File: src/rtl/flow_avg_pkg.sv
// Shared constants for the flow averaging and flag block.
package flow_avg_pkg;

    // Clock and timing figures.
    localparam int CLK_PERIOD_NS    = 8;
    localparam int SAMPLE_PERIOD_US = 500;
    localparam int AVG_WINDOW_MS    = 100;
    localparam int TEMP_PERIOD_MS   = 12;
    localparam int INIT_DELAY_MS    = 12;
    localparam int POWER_UP_MS      = 25;
    localparam int SAMPLE_CYC       = (SAMPLE_PERIOD_US * 1000) / CLK_PERIOD_NS;
    localparam int AVG_WINDOW_CYC   = (AVG_WINDOW_MS * 1000000) / CLK_PERIOD_NS;
    localparam int TEMP_CYC         = (TEMP_PERIOD_MS * 1000000) / CLK_PERIOD_NS;
    localparam int INIT_CYC         = (INIT_DELAY_MS * 1000000) / CLK_PERIOD_NS;
    localparam int POWER_UP_CYC     = (POWER_UP_MS * 1000000) / CLK_PERIOD_NS;
    localparam int CNT_W            = 24;

    // Arithmetic: smoothing factor 0.0125 is a divide by 80.
    localparam int         FRAC_W      = 8;
    localparam logic [7:0] EXP_DIVISOR = 8'h50;
    localparam logic [7:0] MAX_COUNT   = 8'hFF;
    localparam logic [15:0] HIGH_LIMIT = 16'h7F00;

    // Register byte offsets.
    localparam logic [7:0] ADDR_CTRL     = 8'h00;
    localparam logic [7:0] ADDR_STATUS   = 8'h04;
    localparam logic [7:0] ADDR_FLOW     = 8'h08;
    localparam logic [7:0] ADDR_TEMP     = 8'h0C;
    localparam logic [7:0] ADDR_FLAGS    = 8'h10;
    localparam logic [7:0] ADDR_IRQ_STAT = 8'h14;
    localparam logic [7:0] ADDR_IRQ_MASK = 8'h18;

    // Field positions.
    localparam int CTRL_START_BIT = 0;
    localparam int CTRL_STOP_BIT  = 1;
    localparam int STAT_BOOT_BIT  = 0;
    localparam int STAT_READY_BIT = 1;
    localparam int STAT_EXP_BIT   = 2;
    localparam int STAT_RUN_BIT   = 3;
    localparam int FLAG_AIR_BIT   = 0;
    localparam int FLAG_HIGH_BIT  = 1;
    localparam int FLAG_EXP_BIT   = 5;
    localparam int IRQ_SAMPLE_BIT = 0;
    localparam int IRQ_AIR_BIT    = 1;
    localparam int IRQ_HIGH_BIT   = 2;
    localparam int IRQ_EXP_BIT    = 3;
    localparam int IRQ_READY_BIT  = 4;
    localparam int IRQ_W          = 5;
    localparam logic [IRQ_W-1:0] IRQ_MASK_RST = 5'h00;

    typedef enum logic [2:0] {
        mode_off  = 3'b001,
        mode_init = 3'b010,
        mode_run  = 3'b100
    } mode_t;

endpackage

File: src/rtl/flow_averaging_and_flags.sv
// Flow averaging, temperature capture and sticky flags behind an APB slave.
//
// Summary of operation
// Start command enters continuous mode; a flow sample is taken every 0.5 ms.
// Within 100 ms of last readout, flow is arithmetic mean of samples since.
// Past 100 ms, switch to smoothing with factor 0.0125, seeded by the mean.
// In smoothing mode the latest smoothed value is the flow result.
// Flag word bit 5 is high while the flow result comes from smoothing.
// Host should read flow at least once every 100 ms.
// Temperature result updates about every 12 ms with the newest, unaveraged value.
// Air and high-flow flags report any detection since the previous readout.
// Flow beyond the output limit sets flag bit 1 until read out.
// Air in the channel sets flag bit 0 until read out.
// High-flow flag may also set at the edges of an air bubble.
// After power-up the block answers requests within at most 25 ms.
// After reset the heater is off and idle until the start command.
// First result appears only after about 12 ms of initialization.
// Host treats flow within about 50 ms of start as unreliable.
// Before the first result every read of result data is refused.
// A readout yields flow, then temperature, then the flag word.
// Each flow readout clears sum, count and restarts the 100 ms interval.
//
// The APB register port and the register offsets are this design's own decisions.
`timescale 1ns/1ps
`default_nettype none
module flow_averaging_and_flags
    import flow_avg_pkg::*;
#(
    parameter int SAMPLE_CYC_P     = SAMPLE_CYC,
    parameter int AVG_WINDOW_CYC_P = AVG_WINDOW_CYC,
    parameter int TEMP_CYC_P       = TEMP_CYC,
    parameter int INIT_CYC_P       = INIT_CYC,
    parameter int POWER_UP_CYC_P   = POWER_UP_CYC
) (
    input  wire logic        pclk,
    input  wire logic        presetn,
    input  wire logic        psel,
    input  wire logic        penable,
    input  wire logic        pwrite,
    input  wire logic [7:0]  paddr,
    input  wire logic [31:0] pwdata,
    output logic [31:0]      prdata,
    output logic             pready,
    output logic             pslverr,
    input  wire logic [15:0] flow_sample,
    input  wire logic [15:0] temp_sample,
    input  wire logic        air_detect,
    input  wire logic        high_flow_hint,
    output logic             heater_on,
    output logic             irq
);

    ////////////////////////////////////////////////////////////////////////////
    // State.
    mode_t                 mode_ff;
    logic [CNT_W-1:0]      boot_cnt_ff;
    logic                  boot_done_ff;
    logic [CNT_W-1:0]      init_cnt_ff;
    logic [CNT_W-1:0]      samp_cnt_ff;
    logic [CNT_W-1:0]      temp_cnt_ff;
    logic [CNT_W-1:0]      win_cnt_ff;
    logic                  ready_ff;
    logic                  exp_ff;
    logic signed [23:0]    sum_ff;
    logic [7:0]            count_ff;
    logic [23:0]           mean_fx_ff;
    logic [23:0]           s_fx_ff;
    logic                  div_exp_ff;
    logic [15:0]           temp_ff;
    logic                  air_ff;
    logic                  high_ff;
    logic [15:0]           temp_snap_ff;
    logic [15:0]           flags_snap_ff;
    logic [IRQ_W-1:0]      irq_stat_ff;
    logic [IRQ_W-1:0]      irq_mask_ff;
    logic                  pready_ff;
    logic                  pslverr_ff;
    logic [31:0]           prdata_ff;
    logic                  heater_ff;
    logic                  irq_ff;
    logic                  div_done;
    logic [31:0]           div_q;

    ////////////////////////////////////////////////////////////////////////////
    // Bus decode. A request is acted on in its first access cycle, the same
    // edge that loads read data, so read side effects match the data returned.
    wire running   = mode_ff == mode_run;
    wire latch     = psel && penable && !pready_ff;
    wire wr        = latch && pwrite && boot_done_ff;
    wire rd        = latch && !pwrite && boot_done_ff;
    wire hit_ctrl  = paddr == ADDR_CTRL;
    wire hit_stat  = paddr == ADDR_STATUS;
    wire hit_flow  = paddr == ADDR_FLOW;
    wire hit_temp  = paddr == ADDR_TEMP;
    wire hit_flags = paddr == ADDR_FLAGS;
    wire hit_istat = paddr == ADDR_IRQ_STAT;
    wire hit_imask = paddr == ADDR_IRQ_MASK;
    wire hit_data  = hit_flow || hit_temp || hit_flags;
    wire mapped    = hit_ctrl || hit_stat || hit_data || hit_istat || hit_imask;
    // reject early reads
    wire refuse    = !boot_done_ff || !mapped || (!pwrite && hit_data && !ready_ff);
    wire rd_flow   = rd && hit_flow && ready_ff;
    wire cmd_start = wr && hit_ctrl && pwdata[CTRL_START_BIT];
    wire cmd_stop  = wr && hit_ctrl && pwdata[CTRL_STOP_BIT];

    ////////////////////////////////////////////////////////////////////////////
    // Timebase ticks.
    wire sample_tick = running && samp_cnt_ff == CNT_W'(SAMPLE_CYC_P - 1);
    wire temp_tick   = running && temp_cnt_ff == CNT_W'(TEMP_CYC_P - 1);
    wire init_end    = mode_ff == mode_init && init_cnt_ff == CNT_W'(INIT_CYC_P - 1);
    wire win_end     = running && !exp_ff && win_cnt_ff == CNT_W'(AVG_WINDOW_CYC_P - 1);
    wire boot_end    = !boot_done_ff && boot_cnt_ff == CNT_W'(POWER_UP_CYC_P - 1);

    ////////////////////////////////////////////////////////////////////////////
    // Measurement mode.
    // idle until start
    wire mode_t nxt_mode = cmd_stop ? mode_off :
                           (cmd_start && mode_ff == mode_off) ? mode_init :
                           init_end ? mode_run : mode_ff;

    always_ff @(posedge pclk or negedge presetn) begin
        if (!presetn) begin
            mode_ff   <= mode_off;
            heater_ff <= 1'b0;
        end else begin
            mode_ff   <= nxt_mode;
            heater_ff <= nxt_mode != mode_off;
        end
    end

    // power-up window
    always_ff @(posedge pclk or negedge presetn) begin
        if (!presetn) begin
            boot_cnt_ff  <= '0;
            boot_done_ff <= 1'b0;
        end else if (!boot_done_ff) begin
            boot_cnt_ff  <= boot_cnt_ff + CNT_W'(1);
            boot_done_ff <= boot_end;
        end
    end

    // initialization delay
    always_ff @(posedge pclk or negedge presetn) begin
        if (!presetn) begin
            init_cnt_ff <= '0;
        end else begin
            init_cnt_ff <= mode_ff == mode_init ? init_cnt_ff + CNT_W'(1) : '0;
        end
    end

    // sample timebase
    always_ff @(posedge pclk or negedge presetn) begin
        if (!presetn) begin
            samp_cnt_ff <= '0;
            temp_cnt_ff <= '0;
        end else begin
            samp_cnt_ff <= (!running || sample_tick) ? '0 : samp_cnt_ff + CNT_W'(1);
            temp_cnt_ff <= (!running || temp_tick) ? '0 : temp_cnt_ff + CNT_W'(1);
        end
    end

    ////////////////////////////////////////////////////////////////////////////
    // Averaging. Mean and smoothed value are kept with 8 fraction bits so that
    // the 1/80 step does not stall on small differences.
    wire signed [23:0] x_ext    = {{8{flow_sample[15]}}, flow_sample};
    wire signed [23:0] sum_base = rd_flow ? 24'sh0 : sum_ff;
    wire [7:0]         cnt_base = rd_flow ? 8'h00 : count_ff;
    wire               cnt_full = cnt_base == MAX_COUNT;
    wire signed [23:0] nxt_sum  = cnt_full ? sum_base : sum_base + x_ext;
    wire [7:0]         nxt_cnt  = cnt_full ? cnt_base : cnt_base + 8'h01;
    wire               exp_samp = exp_ff && !rd_flow;
    wire [23:0]        x_fx     = {flow_sample, 8'h00};
    wire [24:0]        delta    = {x_fx[23], x_fx} - {s_fx_ff[23], s_fx_ff};
    wire [31:0]        div_num  = exp_samp ? {{7{delta[24]}}, delta}
                                           : {nxt_sum, 8'h00};
    wire [7:0]         div_den  = exp_samp ? EXP_DIVISOR : nxt_cnt;
    wire [15:0]        flow_abs = flow_sample[15] ? 16'h0 - flow_sample : flow_sample;
    wire               over_lim = flow_abs > HIGH_LIMIT;
    // result select
    wire [15:0]        flow_res = exp_ff ? s_fx_ff[23:8] : mean_fx_ff[23:8];

    serial_divider i_serial_divider (
        .pclk     (pclk),
        .presetn  (presetn),
        .start    (sample_tick),
        .dividend (div_num),
        .divisor  (div_den),
        .done     (div_done),
        .quotient (div_q)
    );

    // arithmetic mean
    always_ff @(posedge pclk or negedge presetn) begin
        if (!presetn) begin
            sum_ff     <= 24'sh0;
            count_ff   <= 8'h00;
            mean_fx_ff <= 24'h0;
            div_exp_ff <= 1'b0;
        end else begin
            // readout restarts
            if (sample_tick && !exp_samp) begin
                sum_ff   <= nxt_sum;
                count_ff <= nxt_cnt;
            end else if (rd_flow || !running) begin
                sum_ff   <= 24'sh0;
                count_ff <= 8'h00;
            end
            if (sample_tick) begin
                div_exp_ff <= exp_samp;
            end
            if (div_done && !div_exp_ff) begin
                mean_fx_ff <= div_q[23:0];
            end
        end
    end

    // smoothing entry and update
    always_ff @(posedge pclk or negedge presetn) begin
        if (!presetn) begin
            exp_ff     <= 1'b0;
            s_fx_ff    <= 24'h0;
            win_cnt_ff <= '0;
        end else begin
            win_cnt_ff <= (rd_flow || !running || exp_ff) ? '0 : win_cnt_ff + CNT_W'(1);
            if (rd_flow || !running) begin
                exp_ff <= 1'b0;
            end else if (win_end) begin
                exp_ff  <= 1'b1;
                s_fx_ff <= mean_fx_ff;
            end else if (div_done && div_exp_ff && exp_ff) begin
                s_fx_ff <= s_fx_ff + div_q[23:0];
            end
        end
    end

    ////////////////////////////////////////////////////////////////////////////
    // Temperature and sticky flags. A detection in the readout cycle lands in
    // the new interval rather than being lost.
    wire set_air  = running && air_detect;
    // bubble edge hint
    wire set_high = running && (high_flow_hint || (sample_tick && over_lim));

    always_ff @(posedge pclk or negedge presetn) begin
        if (!presetn) begin
            temp_ff       <= 16'h0;
            air_ff        <= 1'b0;
            high_ff       <= 1'b0;
            temp_snap_ff  <= 16'h0;
            flags_snap_ff <= 16'h0;
            ready_ff      <= 1'b0;
        end else begin
            // latest temperature
            if (temp_tick || init_end) begin
                temp_ff <= temp_sample;
            end
            // air sticky
            air_ff  <= set_air || (air_ff && !rd_flow);
            // high-flow sticky
            high_ff <= set_high || (high_ff && !rd_flow);
            // readout snapshot
            if (rd_flow) begin
                temp_snap_ff <= temp_ff;
                flags_snap_ff <= 16'h0;
                flags_snap_ff[FLAG_AIR_BIT] <= air_ff;
                flags_snap_ff[FLAG_HIGH_BIT] <= high_ff;
                // smoothing flag
                flags_snap_ff[FLAG_EXP_BIT] <= exp_ff;
            end
            if (!running) begin
                ready_ff <= 1'b0;
            end else if (div_done) begin
                ready_ff <= 1'b1;
            end
        end
    end

    ////////////////////////////////////////////////////////////////////////////
    // Interrupts: set wins over a write-one-to-clear in the same cycle.
    wire [IRQ_W-1:0] irq_set = {div_done && !ready_ff, win_end, set_high, set_air, div_done};
    wire [IRQ_W-1:0] irq_clr = (wr && hit_istat) ? pwdata[IRQ_W-1:0] : '0;
    wire [IRQ_W-1:0] nxt_irq_stat = irq_set | (irq_stat_ff & ~irq_clr);

    always_ff @(posedge pclk or negedge presetn) begin
        if (!presetn) begin
            irq_stat_ff <= '0;
            irq_mask_ff <= IRQ_MASK_RST;
            irq_ff      <= 1'b0;
        end else begin
            irq_stat_ff <= nxt_irq_stat;
            if (wr && hit_imask) begin
                irq_mask_ff <= pwdata[IRQ_W-1:0];
            end
            irq_ff <= |(nxt_irq_stat & irq_mask_ff);
        end
    end

    ////////////////////////////////////////////////////////////////////////////
    // Read mux and APB answer, one wait state on every access.
    wire [31:0] stat_word = {28'h0, running, exp_ff, ready_ff, boot_done_ff};
    // readout order
    wire [31:0] rd_word =
        hit_ctrl  ? {31'h0, heater_ff} :
        hit_stat  ? stat_word :
        hit_flow  ? {16'h0, flow_res} :
        hit_temp  ? {16'h0, temp_snap_ff} :
        hit_flags ? {16'h0, flags_snap_ff} :
        hit_istat ? {27'h0, irq_stat_ff} :
        hit_imask ? {27'h0, irq_mask_ff} : 32'h0;

    always_ff @(posedge pclk or negedge presetn) begin
        if (!presetn) begin
            pready_ff  <= 1'b0;
            pslverr_ff <= 1'b0;
            prdata_ff  <= 32'h0;
        end else begin
            pready_ff  <= latch;
            pslverr_ff <= latch && refuse;
            if (latch) begin
                prdata_ff <= (rd && !refuse) ? rd_word : 32'h0;
            end
        end
    end

    assign prdata    = prdata_ff;
    assign pready    = pready_ff;
    assign pslverr   = pslverr_ff;
    assign heater_on = heater_ff;
    assign irq       = irq_ff;
endmodule
`default_nettype wire

File: src/rtl/serial_divider.sv
// Sequential signed-by-unsigned divider, one quotient bit per clock.
`timescale 1ns/1ps
`default_nettype none
module serial_divider (
    input  wire logic        pclk,
    input  wire logic        presetn,
    input  wire logic        start,
    input  wire logic [31:0] dividend,
    input  wire logic [7:0]  divisor,
    output logic             done,
    output logic [31:0]      quotient
);
    logic [31:0] quot_ff;
    logic [7:0]  rem_ff;
    logic [7:0]  div_ff;
    logic [5:0]  cnt_ff;
    logic        neg_ff;
    logic        done_ff;
    logic [31:0] res_ff;

    wire  [31:0] mag      = dividend[31] ? (32'h0 - dividend) : dividend;
    wire  [8:0]  trial    = {rem_ff, quot_ff[31]};
    wire         fits     = trial >= {1'b0, div_ff};
    wire  [8:0]  diff     = trial - {1'b0, div_ff};
    wire  [31:0] nxt_quot = {quot_ff[30:0], fits};
    wire  [7:0]  nxt_rem  = fits ? diff[7:0] : trial[7:0];
    wire         last     = cnt_ff == 6'h01;

    // Quotient truncates toward zero; sign is restored on the last step.
    always_ff @(posedge pclk or negedge presetn) begin
        if (!presetn) begin
            quot_ff <= 32'h0;
            rem_ff  <= 8'h0;
            div_ff  <= 8'h1;
            cnt_ff  <= 6'h0;
            neg_ff  <= 1'b0;
            done_ff <= 1'b0;
            res_ff  <= 32'h0;
        end else begin
            done_ff <= cnt_ff != 6'h0 && last;
            if (start) begin
                quot_ff <= mag;
                rem_ff  <= 8'h0;
                div_ff  <= divisor;
                cnt_ff  <= 6'h20;
                neg_ff  <= dividend[31];
            end else if (cnt_ff != 6'h0) begin
                quot_ff <= nxt_quot;
                rem_ff  <= nxt_rem;
                cnt_ff  <= cnt_ff - 6'h01;
                if (last) begin
                    res_ff <= neg_ff ? (32'h0 - nxt_quot) : nxt_quot;
                end
            end
        end
    end

    assign done     = done_ff;
    assign quotient = res_ff;
endmodule
`default_nettype wire

File: config.mk
export PLATFORM = sky130hd
export DESIGN_NAME = flow_averaging_and_flags
export DESIGN_NICKNAME = d
export VERILOG_FILES = /design/src/rtl/flow_avg_pkg.sv /design/src/rtl/flow_averaging_and_flags.sv /design/src/rtl/serial_divider.sv
export SDC_FILE = /design/constraint.sdc
export NUM_CORES = 1
export LEC_CHECK = 0
export ABC_AREA = 0
export BUFFER_PORTS_ARGS = -buffer_cell sky130_fd_sc_hd__buf_2
export CAP_MARGIN = 20
export CORE_MARGIN = 2
export CORE_UTILIZATION = 55
export CTS_CLUSTER_DIAMETER = 60
export DETAILED_ROUTE_END_ITERATION = 6
export HOLD_SLACK_MARGIN = 0.06
export MAX_ROUTING_LAYER = met4
export PLACE_DENSITY_LB_ADDON = 0.08
export SLEW_MARGIN = 10
export SYNTH_ARGS = -nofsm -noshare
export SYNTH_HDL_FRONTEND = slang
export SYNTH_SLANG_ARGS = --single-unit
export TNS_END_PERCENT = 5
File: constraint.sdc
create_clock -name pclk -period 5.1 [get_ports pclk]
set_input_delay 1.53 -clock pclk [delete_from_list [all_inputs] [get_ports pclk]]
set_output_delay 1.53 -clock pclk [all_outputs]
set_load 0.02 [all_outputs]
==> flow_metrics.py <==
metrics = {
    "worst_setup_path": {
        "ff2ff_setup_slack_ns": 0.62,
        "critPathLaunch": "paddr[4]",
        "crit_required_ns": 5.52,
        "startpoint_type": "primary input",
        "setup.worst_path.class": "primary input to register",
        "rr_startpoint": "pready$_DFF_PN0_",
        "timing.rr.end": "i_serial_divider.quot_ff[28]$_DFFE_PN0P_",
        "worst_r2r_path_depth": 20,
        "cp.arrival_ns": 5.57,
        "crit_path_end_kind": "register",
        "cp_max_fo": 6,
    },
    "layout": {
        "regMostFlops": "i_serial_divider.quot_ff",
        "nNetsFinal": 2902,
        "register_area_um2": 8860,
        "stdcell_area_um2": 26000,
        "areaGrowthSynthToFinish_pct": 19.4,
        "fill_cells": 3204,
        "largest_register_ff_count": 32,
        "drive_gt1_share_pct": 18.3,
        "multi_input_area_um2": 12400,
    },
    "clocking": {
        "htreeDepth": 2,
        "clock_sinks": 354,
        "clock_latency_ns": 0.58,
        "cts_tree": "done",
        "ctsLongestPathBuffers": 3,
        "cts_root_buf": "clkbuf_16",
        "clk_pin_slew_worst_paths_ns": 0.05,
        "cts_buffers": 44,
    },
    "grt": {
        "grt_pass1_vias": 18800,
        "met3_usage_pct": 4.29,
        "grt_max_degree": 119,
        "gr-usage-met1_pct": 42.1,
        "grt_use_total_pct": 31.0,
        "grt_remaining_overflow": 0,
        "grtUsageMet2_pct": 48.2,
        "antenna_found_initial": 2,
        "busiest_layer": "met2",
        "grt_pass1_wl_mm": 99.4,
    },
    "sta": {
        "tightest_slew_ns": 1.04,
        "fmax_mhz": 194,
        "rsz0062_at_grt": "yes",
        "hold_ws_ns": 0.468,
        "period_share_pct": 101,
        "slew_violations": 0,
        "hold_violations": 0,
        "relSlewSlack_pct": 30.4,
        "fin_skew_ns": 0.0233,
        "min_period_ns": 5.16,
        "setup_slack_ns": -0.0563,
        "finalSetupViolations": 4,
    },
    "run_status": {
        "outcome": "complete, but fails checks",
        "violations": "negative setup slack",
    },
    "synth": {
        "synthCells": 2482,
        "synth_warnings": 0,
        "synthFlopType": "dfrtp_1",
        "yosysUniqueCellTypes": 88,
        "netlist_area_um2": 21800,
        "synth_area_leader_cell": "dfrtp_1",
        "async_flop_share_pct": 100,
        "synth.avg_cell_area_um2": 8.77,
        "synth_edf_count": 0,
        "synth-seq-area-share_pct": 40.7,
        "synth_area_leaders": "dfrtp_1 (40%), nand2_1 (6.3%), xor2_1 (4.8%)",
        "synth_top_area_share_pct": 40.5,
        "yosys_register_bits": 354,
    },
    "die": {
        "die_w_um": 203,
        "boundaryPins": 115,
        "num_rows": 72,
        "core-area_um2": 38800,
        "initial_core_util_pct": 56.1,
        "die_area_um2": 41200,
        "fp.dieH_um": 203,
    },
    "power": {
        "leakage_nw": 12.1,
        "total_power_w": 0.00655,
        "power_density_nw_per_um2": 252,
        "ir_drop_v": 0.000215,
    },
    "routing": {
        "num_vias": 19300,
        "first_iter_violations": 1462,
        "viasPerCell": 5.88,
        "routed_wl_mm": 61.0,
        "routedWlPerCell_um": 18.5,
        "drc": 0,
        "first_pass_iters": 5,
        "detail-route-antenna-nets": 0,
    },
    "worst_hold_path": {
        "min_to": "boot_cnt_ff[11]$_DFFE_PN0N_",
        "min_path_cells": 1,
        "min_path_type": "register to register",
        "hold_path.startpoint": "boot_cnt_ff[11]$_DFFE_PN0N_",
    },
    "placement": {
        "gp_congestion": 0.929,
        "placed_area_um2": 24300,
        "dpl.hpwl_mm": 44.3,
        "port-buffer-count": 71,
    },
    "run": {
        "maxCapViolCount": 0,
    },
}
[critical path, stage by stage]
cell and delay, ns:
buf_8 0.10, nor4_4 0.35, nand4_1 0.12, buf_4 0.18, buf_6 0.13, and2_4 0.16
ha_4 0.20, a21o_1 0.20, a21oi_2 0.20, nand2_1 0.10, a211o_4 0.32, a311oi_2 0.24
a211oi_2 0.09, o32a_1 0.36, or3_4 0.40, nor4_4 0.18, nor4b_4 0.31, a31oi_1 0.14
mux2i_1 0.18, o21ai_1 0.07
[how the worst max path moves through the flow]
stage / to / depth (start not counted)
finish: i_serial_divider.quot_ff[28]$_DFFE_PN0P_ / 20
global placement: i_serial_divider.quot_ff[17]$_DFFE_PN0P_ / 21
CTS: i_serial_divider.quot_ff[28]$_DFFE_PN0P_ / 21
floorplan: i_serial_divider.quot_ff[30]$_DFFE_PN0P_ / 23
detailed placement: i_serial_divider.quot_ff[12]$_DFFE_PN0P_ / 21
global route: i_serial_divider.quot_ff[28]$_DFFE_PN0P_ / 20
[cells by family after synthesis]
| logic type | count (synthesis) | synth area share, % |
|---|---|---|
| adders and majority gates | 83 | 4.84 |
| DFF | 354 | 40.7 |
| AOI/OAI and AO/OA | 544 | 15.8 |
| buffers and inverters | 191 | 3.64 |
| xor gates and xnor gates | 218 | 8.77 |
| muxes | 87 | 4.30 |
| and+or+nand+nor | 1004 | 21.9 |
| other | 1 | 0.0172 |
[power breakdown]
| group | total, W | internal [W] | switching [W] |
|---|---|---|---|
| Sequential | 0.00282 | 0.00282 | 0.00000370 |
| Clock | 0.00332 | 0.00207 | 0.00125 |
| Combinational | 0.000409 | 0.000167 | 0.000242 |
| Total | 0.00655 | 0.00505 | 0.00150 |
[final cells by class]
cell class | count | share of cell area (%)
multi-input cells | 1952 | 47.5
flip-flops and latches | 354 | 34.1
repair buffers | 319 | 8.94
clock buffers | 62 | 4.96
well taps | 518 | 2.49
clock inverters | 16 | 0.996
inverters | 69 | 0.996
diodes | 2 | 0.0193
[layer usage]
layer / wire length [µm] / up-vias / part of all wire [%]
met4: 1810 / 0 / 3.0
met1: 27700 / 9385 / 45
met3: 3620 / 116 / 5.9
met5: 0 / - / 0
li1: - / 9262 / -
met2: 27900 / 581 / 46
[cell usage in the layout, fill, tap and decap left out, types with 34 or more instances in the layout]
cell type and n:
nand4_1 34, dfrtp_1 352, and2_1 34, xor2_1 119, buf_2 67, buf_4 240, nor2_1 258, a21o_1 34
clkbuf_16 45, mux2_2 52, nand2_1 360, o21ai_0 130, nor3_1 44, a21oi_1 158, mux2i_1 34, nand3_1 78
xnor2_1 98, and3_1 49, inv_1 68, ha_1 76
[timing repair]
action	4_1_cts	5_1_grt
resized for setup	10	25
pin swaps	3	11
setup endpoints to repair	25	32
buffers inserted	3	0
hold buffers	0	0
hold endpoints to repair	0	0
[cells in the mapped netlist (5+ instances only)]
master and n:
nor2b_1 11, nand4_1 34, a22o_1 21, nand2_1 363
nor3_1 47, o22ai_1 8, a21o_1 34, or3_1 21
o21ai_1 5, o21ai_0 132, a21boi_0 9, xnor2_1 99
a21oi_1 163, mux2i_1 35, mux2_2 52, o21a_1 15
a31oi_1 28, or2_2 7, buf_4 17, nand2b_1 14
ha_1 81, a221oi_1 6, o211ai_1 11, and3_1 51
clkbuf_1 92, nor4b_1 12, and2_1 38, nor2_1 260
xor2_1 119, o41ai_1 11, nor4_1 18, nand3_1 79
a41oi_1 6, buf_1 9, a22oi_1 8, o31ai_1 16
inv_1 68, a211oi_1 18, dfrtp_1 352, a32o_1 5
or4_1 9, and4_1 13
[stage by stage]
stage	cells	TNS (ns)	setup slack [ns]	utilization [%]
after floorplan	2497	-22.16	-0.819	-
after global placement	3209	-20.99	-0.773	62.6
after detailed placement	3209	-20.17	-0.744	62.6
after CTS	3290	-0.00540	-0.00540	66.7
after global routing	3292	-1.69	-0.231	67.0
final	3292	-0.0962	-0.0563	67.0
No activity file was read; power rests on OpenSTA's default activity.
